### src/hw/standby_reset_pkg.sv
package standby_reset_pkg;

  // Register port widths
  localparam int unsigned AW = 8;
  localparam int unsigned DW = 8;

  // Register offsets
  localparam logic [7:0] OFS_CTRL   = 8'h00;
  localparam logic [7:0] OFS_STAB   = 8'h04;
  localparam logic [7:0] OFS_CAUSE  = 8'h08;
  localparam logic [7:0] OFS_ISTS   = 8'h0c;
  localparam logic [7:0] OFS_IMASK  = 8'h10;
  localparam logic [7:0] OFS_STATE  = 8'h14;

  // Control register fields
  localparam int unsigned CTRL_SEL_LSB = 0;
  localparam int unsigned CTRL_HIGH_SPEED_AMP_OPTION    = 3;
  localparam int unsigned CTRL_ILS_OFF = 4;
  localparam logic [2:0]  SEL_MAX      = 3'h4;

  // Reset cause fields
  localparam int unsigned CAUSE_LVD = 0;
  localparam int unsigned CAUSE_WDT = 1;

  // Interrupt status fields
  localparam int unsigned IRQ_REL   = 0;
  localparam int unsigned IRQ_HALT  = 1;
  localparam int unsigned IRQ_STAB  = 2;
  localparam int unsigned IRQ_RST   = 3;
  localparam int unsigned IRQ_N     = 4;

  // Timing
  localparam int unsigned CLK_MHZ       = 200;
  localparam real         HOLD_MIN_US   = 4.06;
  localparam real         HOLD_MAX_US   = 16.12;
  localparam int unsigned HOLD_IHS_CYC  = int'($ceil(HOLD_MIN_US * CLK_MHZ));
  localparam int unsigned HOLD_EXT_CLKS = 160;
  localparam int unsigned PRESC_DEF     = 16;
  localparam int unsigned STAB_BASE_DEF = 64;

  // Standby sequencer states, Gray along the stop path
  typedef enum logic [2:0] {
    MODE_RUN  = 3'h0,
    MODE_STOP = 3'h1,
    MODE_WOSC = 3'h3,
    MODE_STAB = 3'h2,
    MODE_HOLD = 3'h6,
    MODE_HALT = 3'h4
  } mode_e;

endpackage

### src/hw/stab_if.sv
`timescale 1ns/100ps
// Link between sequencer and stabilisation timer
interface stab_if #(
  parameter int unsigned CW = 16
);
  logic          start;   // Clear count, one cycle
  logic          tick_en; // Count one step
  logic [CW-1:0] limit;   // Selected wait length
  logic [CW-1:0] count;   // Elapsed wait
  logic          done;    // Count reached limit

  modport ctrl  (output start, tick_en, limit, input count, done);
  modport timer (input start, tick_en, limit, output count, done);
endinterface

### src/hw/standby_reset_control.sv
`timescale 1ns/100ps
// Overview of operation
// - Pending unmasked interrupt turns STOP into HALT
// - Crystal wait counts only with oscillation present
// - STOP leaves low-speed oscillator state unchanged
// - Amplifier option withholds CPU clock after release
// - Reset stops oscillators, ignores external clocks
// - Reset holds STOP; ports float, one drives low
// - Detector reset leaves detector itself running
// - Watchdog overflow reset also resets watchdog
// - Power-on clear zeroes the cause flags
module standby_reset_control #(
  parameter int unsigned NIRQ      = 8,
  parameter int unsigned PRESC     = standby_reset_pkg::PRESC_DEF,
  parameter int unsigned STAB_BASE = standby_reset_pkg::STAB_BASE_DEF,
  parameter int unsigned CW        = 16
) (
  input  wire logic                              i_clk_sys,
  input  wire logic                              i_reset,
  input  wire logic [standby_reset_pkg::AW-1:0]  i_addr,
  input  wire logic [standby_reset_pkg::DW-1:0]  i_wdata,
  input  wire logic                              i_wr,
  input  wire logic                              i_rd,
  output logic      [standby_reset_pkg::DW-1:0]  o_rdata,
  input  wire logic                              i_stop_req,
  input  wire logic [NIRQ-1:0]                   i_int_flag,
  input  wire logic [NIRQ-1:0]                   i_int_mask,
  input  wire logic                              i_main_osc_present,
  input  wire logic                              i_cpu_clk_ihs,
  input  wire logic                              i_ext_clk_tick,
  input  wire logic                              i_reset_pin_n,
  input  wire logic                              i_wdt_overflow,
  input  wire logic                              i_lvd_detect,
  input  wire logic                              i_poc_detect,
  input  wire logic                              i_reset_low_port_pin_i,
  output logic                                   o_reset_low_port_pin_o,
  output logic                                   o_reset_low_port_pin_oe_n,
  output logic                                   o_port_hiz,
  output logic                                   o_cpu_clk_en,
  output logic                                   o_halt,
  output logic                                   o_stop,
  output logic                                   o_main_crystal_osc_en,
  output logic                                   o_sub_crystal_osc_en,
  output logic                                   o_ihs_osc_en,
  output logic                                   o_ils_osc_en,
  output logic                                   o_ext_main_clk_valid,
  output logic                                   o_ext_sub_clk_valid,
  output logic                                   o_rst_core,
  output logic                                   o_rst_wdt,
  output logic                                   o_rst_lvd,
  output logic                                   o_irq
);

  // Prescaler width
  localparam int unsigned PW = (PRESC > 1) ? $clog2(PRESC) : 1;
  // Wide enough for the longer of the two hold-off loads
  // Hold counter width
  localparam int unsigned HW = 10;
  // Prescaler reload
  localparam logic [PW-1:0] PRESC_LD = PW'(PRESC - 1);
  // Hold reload, internal oscillator case
  localparam logic [HW-1:0] HOLD_IHS_LD = HW'(standby_reset_pkg::HOLD_IHS_CYC - 1);
  // Hold reload, external clock case
  localparam logic [HW-1:0] HOLD_EXT_LD = HW'(standby_reset_pkg::HOLD_EXT_CLKS - 1);

  // Whole state of the sequencer
  typedef struct packed {
    standby_reset_pkg::mode_e mode;      // Standby sequencer state
    logic [PW-1:0]            presc;     // Wait tick divider
    logic [HW-1:0]            hold;      // CPU clock hold-off count
    logic [2:0]               sel;       // stab_time_select
    logic                     high_speed_amp_option;      // high_speed_amp_option
    logic                     ils_off;   // Software stop of low-speed osc
    logic                     high_speed_amp_option_lat;  // Option seen at STOP entry
    logic                     ihs_lat;   // CPU on internal osc at entry
    logic                     pin_low;   // Reset pin level, delayed
    logic [1:0]               cause;     // reset_cause_flags
    logic [3:0]               ists;      // Sticky event flags
    logic [3:0]               imask;     // Event enables
    logic [7:0]               rdata;     // Read data
    logic                     rst_core;  // Reset to rest of device
    logic                     rst_wdt;   // Reset to watchdog
    logic                     rst_lvd;   // Reset to voltage detector
  } seq_s;

  seq_s q;
  seq_s d;

  // Timer link
  stab_if #(.CW(CW)) stab ();

  // Stabilisation wait counter
  stab_timer #(
    .CW (CW)
  ) u_stab (
    .i_clk_sys (i_clk_sys),
    .i_reset   (i_reset),
    .bus       (stab)
  );

  // Combinational helpers of the sequencer
  logic          tick;      // Divided wait tick
  logic          pending;   // Unmasked interrupt present
  logic          pin_low;   // Reset pin asserted
  logic          start;     // Restart wait counter
  logic [2:0]    sel_cap;   // Clipped selection
  logic [3:0]    ev;        // Events this cycle
  logic [3:0]    w1c;       // Clear mask from software

  // One-cycle tick keeps the whole block on a single clock
  // Divider and source decode
  assign tick    = (q.presc == '0);
  assign pending = |(i_int_flag & ~i_int_mask);
  assign pin_low = ~i_reset_pin_n;
  assign sel_cap = (q.sel > standby_reset_pkg::SEL_MAX) ? standby_reset_pkg::SEL_MAX : q.sel;

  // Selections above the top step are clipped to it
  // Wait length from selection
  assign stab.limit   = CW'(STAB_BASE) << sel_cap;
  assign stab.start   = start;
  assign stab.tick_en = tick && i_main_osc_present;

  // Sequencer, registers and reset routing
  always_comb begin
    d       = q;
    start   = 1'b0;
    ev      = '0;
    w1c     = '0;
    d.presc = tick ? PRESC_LD : q.presc - PW'(1);
    d.pin_low = pin_low;

    unique case (q.mode)
      standby_reset_pkg::MODE_RUN: begin
        if (i_stop_req) begin
          // Capture clock setup at entry
          d.high_speed_amp_option_lat = q.high_speed_amp_option;
          d.ihs_lat  = i_cpu_clk_ihs;
          start      = 1'b1;
          if (pending) begin
            d.mode = standby_reset_pkg::MODE_HALT;
            ev[standby_reset_pkg::IRQ_HALT] = 1'b1;
          end else begin
            // Nothing pending, main crystal and internal high-speed oscillators stop
            d.mode = standby_reset_pkg::MODE_STOP;
          end
        end
      end
      standby_reset_pkg::MODE_STOP: begin
        // Interrupt releases STOP
        if (pending) begin
          start  = 1'b1;
          d.hold = q.ihs_lat ? HOLD_IHS_LD : HOLD_EXT_LD;
          ev[standby_reset_pkg::IRQ_REL] = 1'b1;
          if (!q.ihs_lat) begin
            // Crystal CPU waits for oscillation
            d.mode = standby_reset_pkg::MODE_WOSC;
          end else if (q.high_speed_amp_option_lat) begin
            // Internal osc CPU, hold-off only
            d.mode = standby_reset_pkg::MODE_HOLD;
          end else begin
            // No hold-off, clock back at once
            d.mode = standby_reset_pkg::MODE_RUN;
          end
        end
      end
      standby_reset_pkg::MODE_WOSC: begin
        if (i_main_osc_present) begin
          // Oscillation seen, counting may begin
          d.mode = standby_reset_pkg::MODE_STAB;
        end
      end
      standby_reset_pkg::MODE_STAB: begin
        // Wait for selected time
        if (stab.done) begin
          ev[standby_reset_pkg::IRQ_STAB] = 1'b1;
          d.mode = q.high_speed_amp_option_lat ? standby_reset_pkg::MODE_HOLD
                              : standby_reset_pkg::MODE_RUN;
        end
      end
      standby_reset_pkg::MODE_HOLD: begin
        if (q.ihs_lat || i_ext_clk_tick) begin
          if (q.hold == '0) begin
            d.mode = standby_reset_pkg::MODE_RUN;
          end else begin
            // One step per CPU clock edge
            d.hold = q.hold - HW'(1);
          end
        end
      end
      standby_reset_pkg::MODE_HALT: begin
        // Clocks keep running, only the CPU waits
        // Resume after wait
        if (stab.done) begin
          ev[standby_reset_pkg::IRQ_STAB] = 1'b1;
          d.mode = standby_reset_pkg::MODE_RUN;
        end
      end
      default: begin
        // Illegal code recovers to run
        d.mode = standby_reset_pkg::MODE_RUN;
      end
    endcase

    // Applied last so no branch above escapes the freeze
    // Hold state while pin low
    if (pin_low) begin
      d.mode = q.mode;
      d.hold = q.hold;
      start  = 1'b0;
    end else if (q.pin_low) begin
      // Pin released, restart in run
      d.mode = standby_reset_pkg::MODE_RUN;
    end

    // Reset outputs are registered, one cycle behind their source
    // Watchdog resets itself
    d.rst_wdt  = pin_low | i_wdt_overflow | i_lvd_detect | i_poc_detect;
    d.rst_lvd  = pin_low | i_wdt_overflow | i_poc_detect;
    d.rst_core = pin_low | i_wdt_overflow | i_lvd_detect | i_poc_detect;
    if (i_wdt_overflow || i_lvd_detect) begin
      ev[standby_reset_pkg::IRQ_RST] = 1'b1;
    end

    // Register writes
    if (i_wr) begin
      unique case (i_addr)
        standby_reset_pkg::OFS_CTRL: begin
          d.sel     = i_wdata[standby_reset_pkg::CTRL_SEL_LSB +: 3];
          d.high_speed_amp_option    = i_wdata[standby_reset_pkg::CTRL_HIGH_SPEED_AMP_OPTION];
          d.ils_off = i_wdata[standby_reset_pkg::CTRL_ILS_OFF];
        end
        standby_reset_pkg::OFS_ISTS: begin
          // Write one to clear
          w1c = i_wdata[3:0];
        end
        standby_reset_pkg::OFS_IMASK: begin
          d.imask = i_wdata[3:0];
        end
        default: begin
          // Read-only or unmapped
        end
      endcase
    end

    // Sticky flags, set wins
    d.ists = (q.ists & ~w1c) | ev;

    // Cause flags clear on read, set wins
    if (i_rd && (i_addr == standby_reset_pkg::OFS_CAUSE)) begin
      d.cause = '0;
    end
    if (i_lvd_detect) begin
      d.cause[standby_reset_pkg::CAUSE_LVD] = 1'b1;
    end
    if (i_wdt_overflow) begin
      d.cause[standby_reset_pkg::CAUSE_WDT] = 1'b1;
    end
    // Placed last so it beats both a set and a read clear
    // Power-on clear zeroes
    if (i_poc_detect) begin
      d.cause = '0;
    end

    // Register reads, unmapped gives zero
    d.rdata = '0;
    if (i_rd) begin
      unique case (i_addr)
        standby_reset_pkg::OFS_CTRL: begin
          d.rdata = {3'h0, q.ils_off, q.high_speed_amp_option, q.sel};
        end
        standby_reset_pkg::OFS_STAB: begin
          // stab_time_status_counter view
          // Upper byte of the running count
          d.rdata = stab.count[CW-1 -: 8];
        end
        standby_reset_pkg::OFS_CAUSE: begin
          d.rdata = {6'h0, q.cause};
        end
        standby_reset_pkg::OFS_ISTS: begin
          d.rdata = {4'h0, q.ists};
        end
        standby_reset_pkg::OFS_IMASK: begin
          d.rdata = {4'h0, q.imask};
        end
        standby_reset_pkg::OFS_STATE: begin
          d.rdata = {i_reset_low_port_pin_i, 3'h0, stab.done, q.mode};
        end
        default: begin
          d.rdata = '0;
        end
      endcase
    end
  end

  // Async reset puts the sequencer in run with all flags clear
  // State register
  always_ff @(posedge i_clk_sys or posedge i_reset) begin
    if (i_reset) begin
      q <= '0;
    end else begin
      q <= d;
    end
  end

  // Read data and reset outputs
  assign o_rdata    = q.rdata;
  assign o_rst_core = q.rst_core;
  assign o_rst_wdt  = q.rst_wdt;
  assign o_rst_lvd  = q.rst_lvd;
  assign o_irq      = |(q.ists & q.imask);

  // Mode indications
  assign o_stop       = (q.mode == standby_reset_pkg::MODE_STOP);
  assign o_halt       = (q.mode == standby_reset_pkg::MODE_HALT);
  assign o_cpu_clk_en = (q.mode == standby_reset_pkg::MODE_RUN) && !pin_low;

  // Pin-driven enables are combinational to act in the same cycle
  // Oscillators off in reset
  assign o_main_crystal_osc_en = !pin_low && !o_stop;
  assign o_ihs_osc_en          = !pin_low && !o_stop;
  assign o_sub_crystal_osc_en  = !pin_low;
  assign o_ext_main_clk_valid  = !pin_low && !o_stop;
  assign o_ext_sub_clk_valid   = !pin_low;
  assign o_ils_osc_en          = !pin_low && !q.ils_off;

  // The one pin drives low through an active-low enable
  // Ports float, one drives low
  assign o_port_hiz                = pin_low;
  assign o_reset_low_port_pin_o    = 1'b0;
  assign o_reset_low_port_pin_oe_n = !pin_low;

endmodule

### src/hw/stab_timer.sv
`timescale 1ns/100ps
// Saturating stabilisation wait counter
module stab_timer #(
  parameter int unsigned CW = 16
) (
  input  wire logic i_clk_sys,
  input  wire logic i_reset,
  stab_if.timer     bus
);

  // Whole state of the timer
  typedef struct packed {
    logic [CW-1:0] count; // Elapsed ticks
  } tmr_s;

  tmr_s q;
  tmr_s d;

  // Done once the limit is met
  assign bus.done  = (q.count >= bus.limit);
  assign bus.count = q.count;

  // Next count
  always_comb begin
    d = q;
    if (bus.start) begin
      // Restart from zero
      d.count = '0;
    end else if (bus.tick_en && !bus.done) begin
      // Step, stops at limit
      d.count = q.count + {{(CW-1){1'b0}}, 1'b1};
    end
  end

  // State register
  always_ff @(posedge i_clk_sys or posedge i_reset) begin
    if (i_reset) begin
      q <= '0;
    end else begin
      q <= d;
    end
  end

endmodule

### config.mk
export PLATFORM = sky130hd
export DESIGN_NAME = standby_reset_control
export DESIGN_NICKNAME = d
export VERILOG_FILES = /design/src/hw/standby_reset_pkg.sv /design/src/hw/stab_if.sv /design/src/hw/standby_reset_control.sv /design/src/hw/stab_timer.sv
export SDC_FILE = /design/constraint.sdc
export NUM_CORES = 1
export LEC_CHECK = 0
export BUFFER_PORTS_ARGS = -buffer_cell sky130_fd_sc_hd__buf_2
export CORE_ASPECT_RATIO = 1.5
export CORE_MARGIN = 4
export CORE_UTILIZATION = 35
export DETAILED_ROUTE_END_ITERATION = 12
export PLACE_DENSITY_LB_ADDON = 0.15
export SYNTH_ARGS = -nofsm -noshare
export SYNTH_HDL_FRONTEND = slang
export SYNTH_SLANG_ARGS = --single-unit
### constraint.sdc
create_clock -name i_clk_sys -period 6.73 [get_ports i_clk_sys]
set_input_delay 0.673 -clock i_clk_sys [delete_from_list [all_inputs] [get_ports i_clk_sys]]
set_output_delay 0.673 -clock i_clk_sys [all_outputs]
set_load 0.05 [all_outputs]
==> impl_metrics.csv <==
group,metric,value,unit
routing,dr.pass1.iters,4,
logic_synthesis,synth_top_area_cell,"dfrtp_1",
routing,drcViolationCount,0,
placement,port_buffers,64,
routing,drt_iter0_drc,72,
clocking,path_clk_slew,0.05,ns
worst_setup_path,crit_cells,6,
sta,tns,0,ns
worst_setup_path,cp_slowest_cell,"dfrtp_1",
worst_setup_path,path_delay_family,"compound AO/OA/AOI/OAI gates",
die,ios,69,
die,die_area,0.01172,mm^2
status,status,"completed",
logic_synthesis,ys_ff_latch,61,
clocking,htreeDepth,3,
placement,place_area,0.003817,mm^2
routing,vias,2781,
placement,hpwl,6130,um
logic_synthesis,ys_seq_area_share,43.54,%
sta,slew_violations,0,
worst_setup_path,r2r_slack,4.17,ns
die,core_area,0.009744,mm^2
sta,finClkSkew,0.003445,ns
power,irDropWorstVdd,174.0,uV
routing,post_drt_wl_per_cell,15.44,um
worst_setup_path,cp.arrival,2.77,ns
placement,place.gp.congestion,0.7770,
clocking,holdBufCountCts,0,
worst_setup_path,rr_worst_depth,6,
grt,grt_pass1_wl,13640,um
sta,fmaxAchievable,391.0,MHz
hold_path,hold_class,"flop to flop",
sta,hold_violations,0,
hold_path,whs_path_depth,1,
logic_synthesis,netlist.area_leader.share,43.54,%
finish,drive_above_1_share,23.70,%
sta,rsz0062_at_grt,"no",
worst_setup_path,worstSetupStartpointType,"flop",
sta,worst_pin_slew,1.095,ns
finish,antennaDiodeCount,0,
grt,grt_start_max_net_pins,62,
clocking,cts_setup_buffers,0,
logic_synthesis,syn_area_per_cell,9.553,um^2
grt,grt_antenna_before_repair,0,
flow_run,drv_cap,0,
logic_synthesis,synth_nets,422,
clocking,cts-root-buf,"clkbuf_16",
logic_synthesis,yosysUniqueCellTypes,64,
logic_synthesis,syn_inst,367,
power,power_leakage,1.979,nW
worst_setup_path,crit_required,6.95,ns
worst_setup_path,crit_buf_inv,0,
logic_synthesis,async_reset_ff_share,100.0,%
logic_synthesis,yosys_warnings,0,
grt,grt_pass1_vias,2687,
worst_setup_path,rr_endpoint,"q[37]$_DFFE_PP0P_",
clocking,cts_buffers,9,
die,start_util,35.98,%
sta,post-route-min-period,2.557,ns
hold_path,min_to,"q[39]$_DFF_PP0_",
worst_setup_path,r2r_start,"q[44]$_DFFE_PP0P_",
logic_synthesis,ys_top_cells_by_area,"dfrtp_1 (44%), nor2_1 (4.7%), ha_1 (3.6%)",
sta,setup_viol,0,
clocking,cts_resized,0,
finish,final_area,0.004109,mm^2
routing,ant_nets,0,
sta,max_slew_margin,26.33,%
grt,grt_util_met1,16.11,%
clocking,clk_latency,0.33,ns
grt,busiest_layer,"met2",
worst_setup_path,path_class,"flop to flop",
logic_synthesis,netlist_area,0.003506,mm^2
die,dieHeight,130.6,um
power,power_density,280.7,mW/mm^2
worst_setup_path,slowest_delay,0.71,ns
routing,vias_per_cell,5.179,
grt,gr-usage-met2,27.62,%
grt,grt_overflow,0,
worst_setup_path,cp_max_fo,20,
clocking,cts_tree,"done",
finish,area_growth,17.20,%
clocking,clk_path_buf_depth,2,
die,rows,44,
logic_synthesis,synth_flop_cell,"dfrtp_1",
grt,grt_use_met3,4.009,%
hold_path,min_from,"q[39]$_DFF_PP0_",
worst_setup_path,cp_cell_sequence,"and3b_1, o31ai_4, nor2_1, o21a_1, o21ai_0, a22o_1",
routing,wl,8289,um
die,die_w,89.72,um
clocking,clock-sinks,61,
worst_setup_path,worstSetupEndpointType,"flop",
logic_synthesis,synth-edff-count,0,
sta,period_share,38.00,%
finish,fin_nets,472,
grt,grt_use_total,14.77,%
[area by class of cell]
class | count | area, um^2
Fill cell | 956 | 5635
Multi-Input combinational cell | 252 | 1710
Sequential cell | 61 | 1526
Timing Repair Buffer | 66 | 335.3
Clock buffer | 16 | 291.5
Tap cell | 115 | 143.9
Inverter | 27 | 101.3
[registers in the layout, indices dropped and copies added (netlist names)]
| register | count |
|---|---|
| o_rdata | 8 |
| o_rst_lvd | 1 |
| o_rst_wdt | 1 |
| q | 35 |
| u_stab.bus.count | 16 |
[cell families (layout without fill, tap and decap cells)]
group | after synthesis | in the layout | share of synthesized area (%)
flops | 61 | 61 | 43.54
fa+ha+maj | 10 | 10 | 3.569
simple gates | 135 | 135 | 21.27
xor+xnor | 13 | 13 | 3.248
mux | 16 | 16 | 5.460
compound gates | 76 | 76 | 15.02
other cells | 2 | 2 | 0.2142
buf+inv | 54 | 109 | 7.673
[power breakdown]
group | switching, mW | leakage [nW] | internal, mW
logic | 0.145 | 1.05 | 0.0995
registers | 0.0542 | 0.782 | 0.410
clock network | 0.155 | 0.143 | 0.290
total | 0.354 | 1.98 | 0.800
[worst register-to-register path: cells and delay by family, from the launching register on]
kind,cells,cell delay (ns)
AOI/OAI and AO/OA,4,1.15
DFF,1,0.71
and+or+nand+nor,2,0.59
[cell usage after synthesis, drive strengths merged (2+ instances only)]
| library cell | instances |
|---|---|
| a211oi | 3 |
| a21o | 5 |
| a21oi | 13 |
| a22o | 6 |
| a22oi | 2 |
| a31oi | 5 |
| and2 | 2 |
| and3 | 6 |
| and4 | 4 |
| buf | 19 |
| clkbuf | 8 |
| conb | 2 |
| dfrtp | 61 |
| ha | 10 |
| inv | 27 |
| mux2 | 5 |
| mux2i | 9 |
| mux4 | 2 |
| nand2 | 24 |
| nand2b | 4 |
| nand3 | 6 |
| nand3b | 4 |
| nand4 | 6 |
| nor2 | 46 |
| nor2b | 6 |
| nor3 | 11 |
| nor4 | 4 |
| nor4b | 2 |
| o211ai | 2 |
| o21ai | 25 |
| o22ai | 4 |
| o31ai | 3 |
| or3 | 2 |
| or4 | 3 |
| xnor2 | 2 |
| xor2 | 11 |
[worst max path at each step]
stage                     slack [ns]           endpoint         startpoint
after detailed placement        4.12  q[24]$_DFFE_PP0P_          i_addr[0]
after global placement          4.15  q[24]$_DFFE_PP0P_          i_addr[0]
after CTS                       4.14  q[44]$_DFFE_PP0P_  q[26]$_DFFE_PP0P_
after floorplan                 4.01       o_ihs_osc_en      i_reset_pin_n
after global routing            3.92  q[36]$_DFFE_PP0P_  q[44]$_DFFE_PP0P_
final                           4.17  q[37]$_DFFE_PP0P_  q[44]$_DFFE_PP0P_
[through the flow]
step | power [mW] | setup WS [ns] | utilization, % | std cells | hold slack [ns]
2_1_floorplan | 0.6507 | 4.010 | - | 367 | 0.4365
3_3_place_gp | 0.7133 | 4.148 | 39.18 | 521 | 0.4614
3_5_place_dp | 0.7168 | 4.116 | 39.18 | 521 | 0.4622
4_1_cts | 1.169 | 4.138 | 42.17 | 537 | 0.4745
5_1_grt | 1.217 | 3.919 | 42.17 | 537 | 0.5180
6_report | 1.154 | 4.173 | 42.17 | 537 | 0.4725
[cells in the final DEF, fill, tap and decap left out, drive strengths merged, types with 4 or more instances in the layout]
| master | instances |
|---|---|
| nor2 | 46 |
| mux2i | 9 |
| nand2 | 24 |
| and4 | 4 |
| nor4 | 4 |
| nor2b | 6 |
| o22ai | 4 |
| a21oi | 13 |
| a22o | 6 |
| nand3 | 6 |
| a31oi | 5 |
| o21ai | 25 |
| nand4 | 6 |
| ha | 10 |
| xor2 | 11 |
| and3 | 6 |
| nand2b | 4 |
| inv | 27 |
| buf | 66 |
| a21o | 5 |
| nor3 | 11 |
| clkbuf | 16 |
| dfrtp | 61 |
| mux2 | 5 |
| nand3b | 4 |
[layer usage]
layer	part of all wire [%]	wire length (um)
met2	56	4611
met4	1.6	131
met5	0	0
met1	39	3268
met3	3.3	277
(Power assumes the default switching activity.)
